[config.mk]
export PLATFORM = sky130hd
export DESIGN_NAME = pac_ctrl
export DESIGN_NICKNAME = d
export VERILOG_FILES = /design/src/logic/pac_pkg.sv /design/src/logic/pac_aux_drive.sv /design/src/logic/pac_ctrl.sv
export VERILOG_INCLUDE_DIRS = /design/src /design/src/logic
export SDC_FILE = /design/constraint.sdc
export NUM_CORES = 1
export LEC_CHECK = 0
export ABC_CLOCK_PERIOD_IN_PS = 3590
export BUFFER_PORTS_ARGS = -buffer_cell sky130_fd_sc_hd__buf_2
export CORE_MARGIN = 5
export CORE_UTILIZATION = 37
export DETAILED_ROUTE_END_ITERATION = 7
export REMOVE_ABC_BUFFERS = 1
export SETUP_SLACK_MARGIN = 0.15
export SYNTH_ARGS = -nofsm -noshare
export SYNTH_HDL_FRONTEND = slang
export SYNTH_SLANG_ARGS = --single-unit
[constraint.sdc]
create_clock -name clk_in -period 3.59 [get_ports clk_in]
set_input_delay 0.5385 -clock clk_in [delete_from_list [all_inputs] [get_ports clk_in]]
set_output_delay 0.5385 -clock clk_in [all_outputs]
set_load 0.1 [all_outputs]
[src/logic/pac_defines.svh]
// Timing counts, field codes and fixed values for the PMIC control block
`ifndef PAC_DEFINES_SVH
`define PAC_DEFINES_SVH

`define PAC_CLK_MHZ          100
`define PAC_POR_DELAY_MS     100
`define PAC_POR_DELAY_CYCLES (`PAC_POR_DELAY_MS * 1000 * `PAC_CLK_MHZ)
`define PAC_RST_STEP_MS      10
`define PAC_RST_STEP_CYCLES  (`PAC_RST_STEP_MS * 1000 * `PAC_CLK_MHZ)
`define PAC_LONG_PRESS_MS    1000
`define PAC_LONG_CYCLES      (`PAC_LONG_PRESS_MS * 1000 * `PAC_CLK_MHZ)

`define PAC_STEP_MV          13'h0032
`define PAC_LDO_BASE_MV      13'h01f4
`define PAC_LDO_MAX_MV       13'h0e42
`define PAC_SW_BASE_MV       13'h03e8

`define PAC_SEQ_HOST         3'h0
`define PAC_SEQ_PT0          3'h1
`define PAC_SEQ_PT1          3'h2
`define PAC_SEQ_PT2          3'h3
`define PAC_SEQ_PT3          3'h4
`define PAC_SEQ_CTL_LOW      3'h5
`define PAC_SEQ_CTL_HIGH     3'h6
`define PAC_SEQ_HOST_ALT     3'h7

`define PAC_PULL_BATTERY_NEGATIVE_RAIL_BIT    0
`define PAC_PULL_GND_BIT     1
`define PAC_DRIVE_LVL_BIT    0
`define PAC_DRIVE_CTL_BIT    1

`define PAC_MON_BAT          3'h4
`define PAC_MON_WIDTH        5
`define PAC_PWR_WAKE_ONLY    2'h0

`endif

[src/logic/pac_pkg.sv]
// Types shared by the PMIC control block
package pac_pkg;

	typedef enum logic [2:0] {
		PAC_OFF = 3'b001,
		PAC_SEQ = 3'b010,
		PAC_ON  = 3'b100
	} pac_state_type;

	typedef logic [2:0]  pac_seq_type;
	typedef logic [12:0] pac_mv_type;
	typedef logic [5:0]  pac_code_type;

endpackage

[src/logic/pac_aux_drive.sv]
// Level decoder of the auxiliary level-shifted output
`timescale 1ns/1ps
`include "pac_defines.svh"

module pac_aux_drive (
	// Configuration
	input  wire logic [1:0] pull_mode_in,
	input  wire logic [1:0] drive_select_in,
	input  wire logic       ctl_capable_in,
	// Synchronised control input
	input  wire logic       ctl_in,
	// Decoded drive
	output logic            level_out,
	output logic            oe_out
);
	logic want_gnd;

	always_comb begin
		if (ctl_capable_in && drive_select_in[`PAC_DRIVE_CTL_BIT]) begin
			// Follow or invert the control input
			want_gnd = ctl_in ^ drive_select_in[`PAC_DRIVE_LVL_BIT];
		end else begin
			// Register control: 0 toward ground, 1 toward battery rail
			want_gnd = ~drive_select_in[`PAC_DRIVE_LVL_BIT];
		end
		// Disallowed direction leaves the pin floating
		if (want_gnd) begin
			oe_out = pull_mode_in[`PAC_PULL_GND_BIT];
		end else begin
			oe_out = pull_mode_in[`PAC_PULL_BATTERY_NEGATIVE_RAIL_BIT];
		end
		level_out = want_gnd;
	end

endmodule // pac_aux_drive

[src/logic/pac_ctrl.sv]
// Digital control of the PMIC: wake, sequencing, enables and aux output
`timescale 1ns/1ps
`include "pac_defines.svh"

module pac_ctrl #(
	parameter logic [31:0] POR_DELAY_CYCLES  = `PAC_POR_DELAY_CYCLES,
	parameter logic [31:0] RST_STEP_CYCLES   = `PAC_RST_STEP_CYCLES,
	parameter logic [31:0] LONG_PRESS_CYCLES = `PAC_LONG_CYCLES
) (
	// Clock and reset
	input  wire logic               clk_in,
	input  wire logic               nrst_in,
	// Pins
	input  wire logic               button_input_n_in,
	input  wire logic               aux_control_input_in,
	// Aux output configuration
	input  wire logic [1:0]         aux_pull_mode_in,
	input  wire logic [1:0]         aux_drive_select_in,
	// Factory sequence codes, two per field, regulator 0 in low bits
	input  wire logic [5:0]         switcher_sequence_select_in,
	input  wire logic [5:0]         linear_sequence_select_in,
	// Host control, set by the bus engine at its own addresses
	input  wire logic [1:0]         switcher_host_enable_in,
	input  wire logic [1:0]         linear_host_enable_in,
	input  wire logic [3:0]         discharge_select_in,
	input  wire logic [1:0]         reset_delay_select_in,
	input  wire logic [1:0]         power_config_in,
	input  wire logic               host_shutdown_in,
	input  wire logic [2:0]         monitor_select_in,
	// Voltage codes
	input  wire pac_pkg::pac_code_type sw0_code_in,
	input  wire pac_pkg::pac_code_type sw1_code_in,
	input  wire pac_pkg::pac_code_type ldo0_code_in,
	input  wire pac_pkg::pac_code_type ldo1_code_in,
	// Regulator control
	output logic [1:0]              switcher_enable_out,
	output logic [1:0]              linear_enable_out,
	output logic [3:0]              discharge_out,
	output pac_pkg::pac_mv_type     sw0_target_mv_out,
	output pac_pkg::pac_mv_type     sw1_target_mv_out,
	output pac_pkg::pac_mv_type     ldo0_target_mv_out,
	output pac_pkg::pac_mv_type     ldo1_target_mv_out,
	output logic [4:0]              monitor_output_out,
	// Aux output pin
	output logic                    aux_level_output_out,
	output logic                    aux_level_output_oe_out,
	// Open-drain pins
	output logic                    button_status_out_n_out,
	output logic                    button_status_oe_out,
	output logic                    reset_out_n_out,
	output logic                    reset_oe_out,
	// Status
	output logic                    awake_out,
	output logic                    long_press_out,
	output logic                    short_press_out
);
	import pac_pkg::*;

	function automatic pac_mv_type code_to_mv(input pac_mv_type base,
		input pac_code_type code);
		code_to_mv = base + pac_mv_type'(code) * `PAC_STEP_MV;
	endfunction

	function automatic logic ctl_code(input pac_seq_type code);
		ctl_code = (code == `PAC_SEQ_CTL_LOW) || (code == `PAC_SEQ_CTL_HIGH);
	endfunction

	function automatic logic reg_request(input pac_seq_type code,
		input logic host, input logic ctl, input logic [3:0] hit,
		input logic on);
		case (code)
			`PAC_SEQ_PT0: reg_request = hit[0];
			`PAC_SEQ_PT1: reg_request = hit[1];
			`PAC_SEQ_PT2: reg_request = hit[2];
			`PAC_SEQ_PT3: reg_request = hit[3];
			`PAC_SEQ_CTL_LOW: reg_request = on & ~ctl;
			`PAC_SEQ_CTL_HIGH: reg_request = on & ctl;
			default: reg_request = on & host;
		endcase
	endfunction

	// Synchronisers
	logic [1:0] btn_sync;
	logic [1:0] ctl_sync;
	logic [1:0] next_btn_sync;
	logic [1:0] next_ctl_sync;

	// Control state
	pac_state_type state;
	pac_state_type next_state;
	logic [31:0]   timer;
	logic [31:0]   next_timer;
	logic [31:0]   press_cnt;
	logic [31:0]   next_press_cnt;
	logic          armed;
	logic          next_armed;
	logic          btn_prev;
	logic          next_btn_prev;

	// Registered outputs
	logic [1:0] next_sw_en;
	logic [1:0] next_ldo_en;
	logic [3:0] next_discharge;
	logic [4:0] next_monitor;
	pac_mv_type next_sw0_mv;
	pac_mv_type next_sw1_mv;
	pac_mv_type next_ldo0_mv;
	pac_mv_type next_ldo1_mv;
	logic       next_aux_level;
	logic       next_aux_oe;
	logic       next_btn_oe;
	logic       next_rst_oe;
	logic       next_long;
	logic       next_short;

	// Decoded
	logic        pressed;
	logic        ctl;
	logic        ctl_capable;
	logic        on;
	logic [3:0]  hit;
	logic [31:0] third;
	logic [31:0] pt [4];
	logic        aux_level;
	logic        aux_oe;

	// Button low means active; open pin is pulled inactive
	assign pressed = ~btn_sync[1];
	assign ctl     = ctl_sync[1];
	assign on      = (state == PAC_ON);

	// Input-controlled part when any sequence field holds 101 or 110
	assign ctl_capable = ctl_code(switcher_sequence_select_in[2:0]) |
		ctl_code(switcher_sequence_select_in[5:3]) |
		ctl_code(linear_sequence_select_in[2:0]) |
		ctl_code(linear_sequence_select_in[5:3]);

	pac_aux_drive u_aux (
		.pull_mode_in    (aux_pull_mode_in),
		.drive_select_in (aux_drive_select_in),
		.ctl_capable_in  (ctl_capable),
		.ctl_in          (ctl),
		.level_out       (aux_level),
		.oe_out          (aux_oe)
	);

	// Two-stage synchronisers
	always_comb begin
		next_btn_sync = {btn_sync[0], button_input_n_in};
		next_ctl_sync = {ctl_sync[0], aux_control_input_in};
	end

	// Enable points: fixed delay, then thirds of the reset delay
	always_comb begin
		third = RST_STEP_CYCLES * (32'h1 + 32'(reset_delay_select_in));
		pt[0] = POR_DELAY_CYCLES;
		pt[1] = POR_DELAY_CYCLES + third;
		pt[2] = POR_DELAY_CYCLES + third + third;
		pt[3] = POR_DELAY_CYCLES + third + third + third;
		for (int i = 0; i < 4; i++) begin
			hit[i] = (state != PAC_OFF) && (timer >= pt[i]);
		end
	end

	// Power state, timer and button classification
	always_comb begin
		next_state     = state;
		next_timer     = timer;
		next_press_cnt = press_cnt;
		next_armed     = armed;
		next_btn_prev  = pressed;
		next_long      = 1'b0;
		next_short     = 1'b0;
		case (state)
			PAC_OFF: begin
				next_timer = 32'h0;
				next_armed = 1'b0;
				// Any press wakes, power config is not consulted
				if (pressed) begin
					next_state = PAC_SEQ;
				end
			end
			PAC_SEQ: begin
				next_timer = timer + 32'h1;
				if (timer >= pt[3]) begin
					next_state = PAC_ON;
				end
			end
			PAC_ON: begin
				// The waking press is never classed, or it could shut down
				if (pressed && !btn_prev) begin
					next_armed     = 1'b1;
					next_press_cnt = 32'h0;
				end else if (pressed && press_cnt != 32'hffffffff) begin
					next_press_cnt = press_cnt + 32'h1;
				end
				if (!pressed && btn_prev && armed) begin
					next_armed = 1'b0;
					// Long or short by held time
					if (press_cnt >= LONG_PRESS_CYCLES) begin
						next_long = 1'b1;
						if (power_config_in != `PAC_PWR_WAKE_ONLY) begin
							next_state = PAC_OFF;
						end
					end else begin
						next_short = 1'b1;
					end
				end
				if (host_shutdown_in) begin
					next_state = PAC_OFF;
				end
			end
			default: begin
				next_state = PAC_OFF;
			end
		endcase
	end

	// Regulator enables and discharge
	always_comb begin
		for (int i = 0; i < 2; i++) begin
			// Sequencer point, control input or host command, per factory code
			next_sw_en[i] = (state != PAC_OFF) && reg_request(
				switcher_sequence_select_in[3*i +: 3],
				switcher_host_enable_in[i], ctl, hit, on);
			// Switcher must be running now and stay on next cycle
			next_ldo_en[i] = next_sw_en[i] && switcher_enable_out[i] &&
				reg_request(linear_sequence_select_in[3*i +: 3],
				linear_host_enable_in[i], ctl, hit, on);
		end
		// Off regulators discharge as selected
		next_discharge = ~{next_ldo_en, next_sw_en} & discharge_select_in;
	end

	// Voltage targets, monitor select and pins
	always_comb begin
		// Independent switcher targets
		next_sw0_mv  = code_to_mv(`PAC_SW_BASE_MV, sw0_code_in);
		next_sw1_mv  = code_to_mv(`PAC_SW_BASE_MV, sw1_code_in);
		// Full six-bit code reaches exactly the top of the range
		next_ldo0_mv = code_to_mv(`PAC_LDO_BASE_MV, ldo0_code_in);
		next_ldo1_mv = code_to_mv(`PAC_LDO_BASE_MV, ldo1_code_in);
		// One-hot, codes above the battery channel also pick it
		next_monitor = 5'h00;
		if (monitor_select_in >= `PAC_MON_BAT) begin
			next_monitor[4] = 1'b1;
		end else begin
			next_monitor[monitor_select_in[1:0]] = 1'b1;
		end
		// Aux pin floats while off
		next_aux_level = aux_level;
		next_aux_oe    = (state != PAC_OFF) && aux_oe;
		// Pull status low while the button is held
		next_btn_oe    = pressed;
		// Hold reset low until sequencing completes
		next_rst_oe    = (next_state != PAC_ON);
	end

	always_ff @(posedge clk_in or negedge nrst_in) begin
		if (!nrst_in) begin
			btn_sync                <= 2'h3;
			ctl_sync                <= 2'h0;
			state                   <= PAC_OFF;
			timer                   <= 32'h0;
			press_cnt               <= 32'h0;
			armed                   <= 1'b0;
			btn_prev                <= 1'b0;
			switcher_enable_out     <= 2'h0;
			linear_enable_out       <= 2'h0;
			discharge_out           <= 4'h0;
			sw0_target_mv_out       <= 13'h0000;
			sw1_target_mv_out       <= 13'h0000;
			ldo0_target_mv_out      <= 13'h0000;
			ldo1_target_mv_out      <= 13'h0000;
			monitor_output_out      <= 5'h00;
			aux_level_output_out    <= 1'b0;
			aux_level_output_oe_out <= 1'b0;
			button_status_out_n_out <= 1'b0;
			button_status_oe_out    <= 1'b0;
			reset_out_n_out         <= 1'b0;
			reset_oe_out            <= 1'b1;
			awake_out               <= 1'b0;
			long_press_out          <= 1'b0;
			short_press_out         <= 1'b0;
		end else begin
			btn_sync                <= next_btn_sync;
			ctl_sync                <= next_ctl_sync;
			state                   <= next_state;
			timer                   <= next_timer;
			press_cnt               <= next_press_cnt;
			armed                   <= next_armed;
			btn_prev                <= next_btn_prev;
			switcher_enable_out     <= next_sw_en;
			linear_enable_out       <= next_ldo_en;
			discharge_out           <= next_discharge;
			sw0_target_mv_out       <= next_sw0_mv;
			sw1_target_mv_out       <= next_sw1_mv;
			ldo0_target_mv_out      <= next_ldo0_mv;
			ldo1_target_mv_out      <= next_ldo1_mv;
			monitor_output_out      <= next_monitor;
			aux_level_output_out    <= next_aux_level;
			aux_level_output_oe_out <= next_aux_oe;
			// Open-drain pins only ever pull low
			button_status_out_n_out <= 1'b0;
			button_status_oe_out    <= next_btn_oe;
			reset_out_n_out         <= 1'b0;
			reset_oe_out            <= next_rst_oe;
			awake_out               <= (next_state != PAC_OFF);
			long_press_out          <= next_long;
			short_press_out         <= next_short;
		end
	end

endmodule // pac_ctrl

==> Word level (Yosys, flattened, before mapping) <==
Cells that the tools add are included.
{ "word_totals": {"memories": 0, "romBits": 0, "output_inout_bits": 74, "mem_bits_rw": 0, "input_bits": 60, "word_cells": 148, "latch_bits": 0, "register_bits": 144} }
{ "op_classes": {"n_addsub": 10, "bitwise_logic": 15, "n_mux": 29, "shift": 0, "n_div": 0, "mul": 5, "n_reduce_logical": 28, "magnitude_cmp": 8, "n_eq_ne": 32} }
{ "op_table": {"columns": ["operator", "count"], "rows": [
  ["adder 32 x 1 -> 32 bit (second input constant)", 2],
  ["two-way mux 32 bit", 2],
  ["one-hot mux 32 bit (2 select lines)", 1],
  ["multiplier 6 x 5 -> 11 bit (second input constant)", 4],
  ["equality test 3 bit (second input constant)", 13],
  ["greater-or-equal comparator 32 x 24 -> 1 bit (second input constant)", 1],
  ["greater-or-equal comparator 32 x 25 -> 1 bit", 1],
  ["greater-or-equal comparator 32 x 26 -> 1 bit", 1],
  ["greater-or-equal comparator 32 x 27 -> 1 bit", 1],
  ["greater-or-equal comparator 32 x 27 -> 1 bit (second input constant)", 1],
  ["!= test 32 bit (second input constant)", 1],
  ["adder 26 x 23 -> 27 bit", 1],
  ["equality test 3 x 2 -> 1 bit (second input constant)", 9],
  ["adder 10 x 12 -> 13 bit (first input constant)", 2],
  ["adder 25 x 23 -> 26 bit", 1],
  ["adder 9 x 12 -> 13 bit (first input constant)", 2],
  ["adder 24 x 23 -> 25 bit (first input constant)", 1],
  ["one-hot mux 1 bit (6 select lines)", 4],
  ["two-way mux 3 bit", 6],
  ["logical AND 1 bit", 17],
  ["multiplier 14 x 3 -> 17 bit (first input constant)", 1],
  ["equality test 3 x 1 -> 1 bit (second input constant)", 5],
  ["two-way mux 1 bit", 12],
  ["!= test 3 x 1 -> 1 bit (second input constant)", 3],
  ["19 further kinds", 35]
]} }

==> Logic depth before layout (Yosys ltp) <==
{ "logic_depth": {"depth_word": 13, "mapped_depth": 23} }

==> Modules after synthesis <==
A second synthesis with hierarchy kept.
{ "hier_totals": {"hier_cells": 1098, "area_unflattened_um2": 10279.9} }
{ "by_module_without_submodules": {"columns": ["module", "seq_area_each_um2", "instances", "area_each_um2", "cells_each"], "rows": [
  ["pac_ctrl", 3508.4, 1, 10228.6, 1095],
  ["pac_aux_drive", 0.0, 1, 51.3, 3]
]} }

==> Worst setup path before layout <==
No wires, ideal clock.
{ "synth_timing": {"path_kind": "input to register", "start": "input port reset_delay_select_in[0]", "end": "register discharge_out[2]", "setup_time_ns": 0.119, "stages": 21, "t_arrival_ns": 5.800, "path_buffers": 1, "required_time_ns": 3.471, "setup_slack_ns": -2.329, "cell_sequence": "clkbuf_1 > inv_1 > fa_1 > inv_1 > ha_1 > fa_1 > nand3_1 > and3_1 > ha_1 > xnor2_1 > o311ai_0 > nand3_1 > xnor2_1 > ha_1 > nand2_1 > or4_1 > o31ai_1 > a211oi_1 > or3_1 > and3_2 > o21a_1"} }
{ "synth_via": {"elab_chain_cells": 13, "word_cells_on_any_way": 18, "classes_between": "4 x add/sub; 1 x mul; 3 x order compare; 2 x mux; 2 x bitwise; 6 x reduce/logical"} }
{ "synth_rtl": {"columns": ["element", "line_no", "text"], "rows": [
  ["start, declared", "pac_ctrl.sv:26", "input wire logic [1:0] reset_delay_select_in,"],
  ["adder 1 x 2 -> 3 bit *", "pac_ctrl.sv:155", "third = RST_STEP_CYCLES * (32'h1 + 32'(reset_delay_select_in));"],
  ["multiplier 14 x 3 -> 17 bit *", "pac_ctrl.sv:155", null],
  ["adder 24 x 23 -> 25 bit", "pac_ctrl.sv:157, pac_ctrl.sv:158, pac_ctrl.sv:159", null],
  ["adder 25 x 23 -> 26 bit", "pac_ctrl.sv:158, pac_ctrl.sv:159", null],
  ["adder 26 x 23 -> 27 bit", "pac_ctrl.sv:159", "pt[3] = POR_DELAY_CYCLES + third + third + third;"],
  ["greater-or-equal comparator 32 x 27 -> 1 bit", "pac_ctrl.sv:161", "hit[i] = (state != PAC_OFF) && (timer >= pt[i]);"],
  ["logical AND 1 bit", "pac_ctrl.sv:161", null],
  ["one-hot mux 1 bit (6 select lines)", "pac_ctrl.sv:71", "case (code)"],
  ["logical AND 1 bit", "pac_ctrl.sv:223", "next_sw_en[i] = (state != PAC_OFF) && reg_request("],
  ["logical AND 1 bit", "pac_ctrl.sv:227", "next_ldo_en[i] = next_sw_en[i] && switcher_enable_out[i] &&"],
  ["logical AND 1 bit *", "pac_ctrl.sv:227", null],
  ["NOT 4 bit *", "pac_ctrl.sv:232", "next_discharge = ~{next_ldo_en, next_sw_en} & discharge_select_in;"],
  ["bitwise AND 4 bit *", "pac_ctrl.sv:232", null],
  ["named net next_discharge[2]", "pac_ctrl.sv:103", "logic [3:0] next_discharge;"],
  ["end signal, assigned", "pac_ctrl.sv:295", "discharge_out <= next_discharge;"],
  ["end, declared", "pac_ctrl.sv:38", "output logic [3:0] discharge_out,"]
]} }
Mark *: on every way through the listed nets, which the timed path passes. The rest lies on a longest branch.
A chain may end at the register's enable or synchronous reset.

==> Worst setup path after layout <==
{ "layout_timing": {"start": "input port reset_delay_select_in[0]", "end": "register discharge_out[3]"} }
The elaborated chain is that of the path after synthesis.

==> results.py <==
metrics = {
    "status": {
        "status": "finished with violations",
        "violations": "negative setup slack",
    },
    "clock_network": {
        "path_clk_slew_ns": 0.06,
        "numCtsBuffers": 17,
        "cts_htree_levels": 4,
        "root_buffer": "clkbuf_16",
        "clock_latency_ns": 0.42,
        "tritoncts": "done",
        "cts.path.max_buffers": 2,
        "clock-sinks": 140,
    },
    "critical_path": {
        "r2r_slack_ns": 0.92,
        "crit_path_max_fanout": 4,
        "critPathKind": "primary input to register",
        "r2r_end": "discharge_out[3]",
        "worstReg2RegStart": "timer[21]",
        "rr_worst_depth": 8,
        "required_ns": 3.90,
        "start_kind": "primary input",
        "crit_arrival_ns": 5.11,
        "critPathCaptureType": "register",
    },
    "placed_design": {
        "place_hpwl_mm": 19.7,
        "place_inst": 1627,
        "place_congestion": 0.870,
        "io_buffers": 127,
    },
    "die": {
        "io-pin-count": 134,
        "dieArea_mm2": 0.0312,
        "core_area_mm2": 0.0276,
        "fp.dieW_um": 177,
        "row_count": 61,
        "die_height_um": 177,
        "start_util": 0.372,
    },
    "cells_and_area": {
        "fin_cells": 1669,
        "drive_gt1_frac": 0.210,
        "fin_util": 0.456,
        "nFillCells": 2661,
        "areaGrowthSynthToFinish_pct": 22.3,
        "regArea_mm2": 0.00351,
        "multi_input_area_mm2": 0.00654,
        "final_nets": 1508,
    },
    "global_route": {
        "overflow": 0,
        "grt_max_degree": 109,
        "antenna_found_initial": 6,
        "grt_use_total": 0.167,
        "grt_pass1_wl_mm": 42.8,
        "grt_pass1_vias": 8538,
    },
    "timing": {
        "period_share": 1.34,
        "setup_violations": 11,
        "timing.final.hold_violations": 0,
        "maxSlewHeadroom": 0.344,
        "tns_ns": -12.77,
        "rsz0062_at_grt": "true",
        "tightest_slew_ns": 0.984,
        "drv_slew": 0,
        "fmax_mhz": 208,
        "fin_ws_ns": -1.22,
        "fin_skew_ns": 0.00912,
        "period_minus_slack_ns": 4.81,
    },
    "synthesis": {
        "avgSynthCellArea_um2": 9.47,
        "ys_top_cells_by_count": "ha_1, dfrtp_1, nand2_1, nor2_1, inv_1",
        "syn_inst": 1084,
        "yosysUniqueCellTypes": 70,
        "synthMostInstantiatedCell": "ha_1",
        "ys_warn_count": 0,
        "synthArstFlopShare": 1.00,
        "yosysSeqAreaShare": 0.342,
        "syn_area_mm2": 0.0103,
        "synth_flop_cell": "dfrtp_1",
        "netlist_top_cells_area": "dfrtp_1, ha_1, xnor2_1",
        "ys_ff_latch": 140,
        "synth_edf_count": 0,
        "yosysTopAreaCellShare": 0.332,
        "synth_top_cell_by_area": "dfrtp_1",
    },
    "power_and_ir_drop": {
        "powerDensity_mw_per_mm2": 532,
        "leakage_nw": 6.16,
        "peakVddDrop_mv": 0.568,
        "power.total_mw": 6.67,
    },
    "min_path": {
        "hold_depth": 1,
        "hold_start": "button_input_n_in",
        "hold_path_class": "primary input to register",
        "hold_path_end": "btn_sync[0]",
    },
    "route": {
        "viasPerCell": 5.12,
        "drc": 0,
        "drtIter0Drc": 389,
        "vias": 8540,
        "routed_wirelength_mm": 25.5,
        "drt-wirelength-per-cell_um": 15.3,
        "first_pass_iters": 5,
        "postRouteAntennaNets": 0,
    },
    "flow_run": {
        "cap_viol_max_count": 0,
    },
}
==> cell usage in the layout, fill, tap and decap left out, drive strengths merged, types with 6 or more instances in the layout <==
master  synthesis  layout
nor3b          11      11
nor2b           6       6
nand2b          6       6
nor4           15      15
and4            7       7
ha            167     167
nand3          61      61
clkbuf         17      19
dfrtp         136     136
xnor2          64      64
and3           14      14
a21o           14      14
a21oi          61      61
nor3           25      25
buf            10     194
or3             9       9
nand4          24      24
nand2          84      84
o21bai         10      10
inv            66      69
nor2           84      84
o21ai          51      51
o31ai           8       8
conb            1       6
mux2i          10      10
o211ai         10      10
xor2           40      40
fa              6       6
a31oi           6       6
==> timing repair <==
action | CTS | global route
buffers inserted | 6 | 1
hold buffers | 0 | 0
pin swaps | 23 | 7
endpoints found under the setup margin | 11 | 11
gates resized for setup | 26 | 9
==> power breakdown <==
part | total (mW) | switching (mW) | internal [mW]
clock | 1.78 | 0.683 | 1.10
combinational | 3.00 | 2.30 | 0.705
sequential | 1.89 | 0.0985 | 1.79
==> flip-flops by register name, summed over array words and instances, names as in the netlist, 3 cells and up <==
| name | cells |
|---|---|
| discharge_out | 4 |
| ldo0_target_mv_out | 12 |
| ldo1_target_mv_out | 12 |
| monitor_output_out | 5 |
| press_cnt | 32 |
| state | 3 |
| sw0_target_mv_out | 12 |
| sw1_target_mv_out | 12 |
| timer | 32 |
==> worst max-delay path by stage <==
stage                             start                to  slack (ns)  depth (start not counted)
2_1_floorplan  reset_delay_select_in[0]  discharge_out[2]       -2.01                         20
3_3_place_gp   reset_delay_select_in[0]  discharge_out[3]       -2.19                         22
3_5_place_dp   reset_delay_select_in[0]  discharge_out[3]       -2.36                         22
4_1_cts        reset_delay_select_in[0]  discharge_out[3]       -1.32                         21
5_1_grt        reset_delay_select_in[0]  discharge_out[3]       -1.44                         23
6_report       reset_delay_select_in[0]  discharge_out[3]       -1.22                         20
==> area by class of cell <==
type,count,area share
flip-flops and latches,140,0.280
clock inverters,13,0.0131
multi-input cells,856,0.521
diodes,3,0.000598
clock buffers,19,0.0345
repair buffers,194,0.0938
inverters,66,0.0199
well taps,378,0.0377
==> critical path, cell delays in order <==
cell and delay, ns:
buf_8 0.10, fa_1 0.56, inv_1 0.05, ha_2 0.20, fa_2 0.58, nand3_2 0.11
and3_4 0.18, ha_4 0.24, xnor2_1 0.13, o311ai_2 0.30, nand3_2 0.15, xnor2_2 0.16
ha_1 0.31, nand2_2 0.06, or4_4 0.43, a311oi_2 0.24, a211oi_2 0.12, or3_1 0.32
and3_4 0.17, o21a_1 0.16
==> metal layers <==
layer / track usage / up-vias / wire length [um]
met2: 0.272 / 176 / 12000
met1: 0.220 / 4074 / 11600
met3: 0.0460 / 32 / 1600
met5: 0 / - / 14
li1: - / 4254 / -
met4: 0.0467 / 4 / 346
==> cell families after synthesis <==
kind of cell,count (synthesis),synth area share
muxes,10,0.00975
xor gates and xnor gates,104,0.0888
other,1,0.000365
DFF,140,0.342
buffers and inverters,93,0.0366
and+or+nand+nor,370,0.191
adders and majority gates,173,0.215
AOI/OAI and AO/OA,193,0.116
==> metrics by stage <==
stage	instance area, um2	setup slack [ns]	hold slack, ns
final	12600	-1.22	0.214
after global placement	11700	-2.19	0.338
after detailed placement	11700	-2.36	0.338
after global routing	12600	-1.44	0.188
after CTS	12500	-1.32	0.195
after floorplan	10200	-2.01	0.243
(Power assumes the default switching activity.)
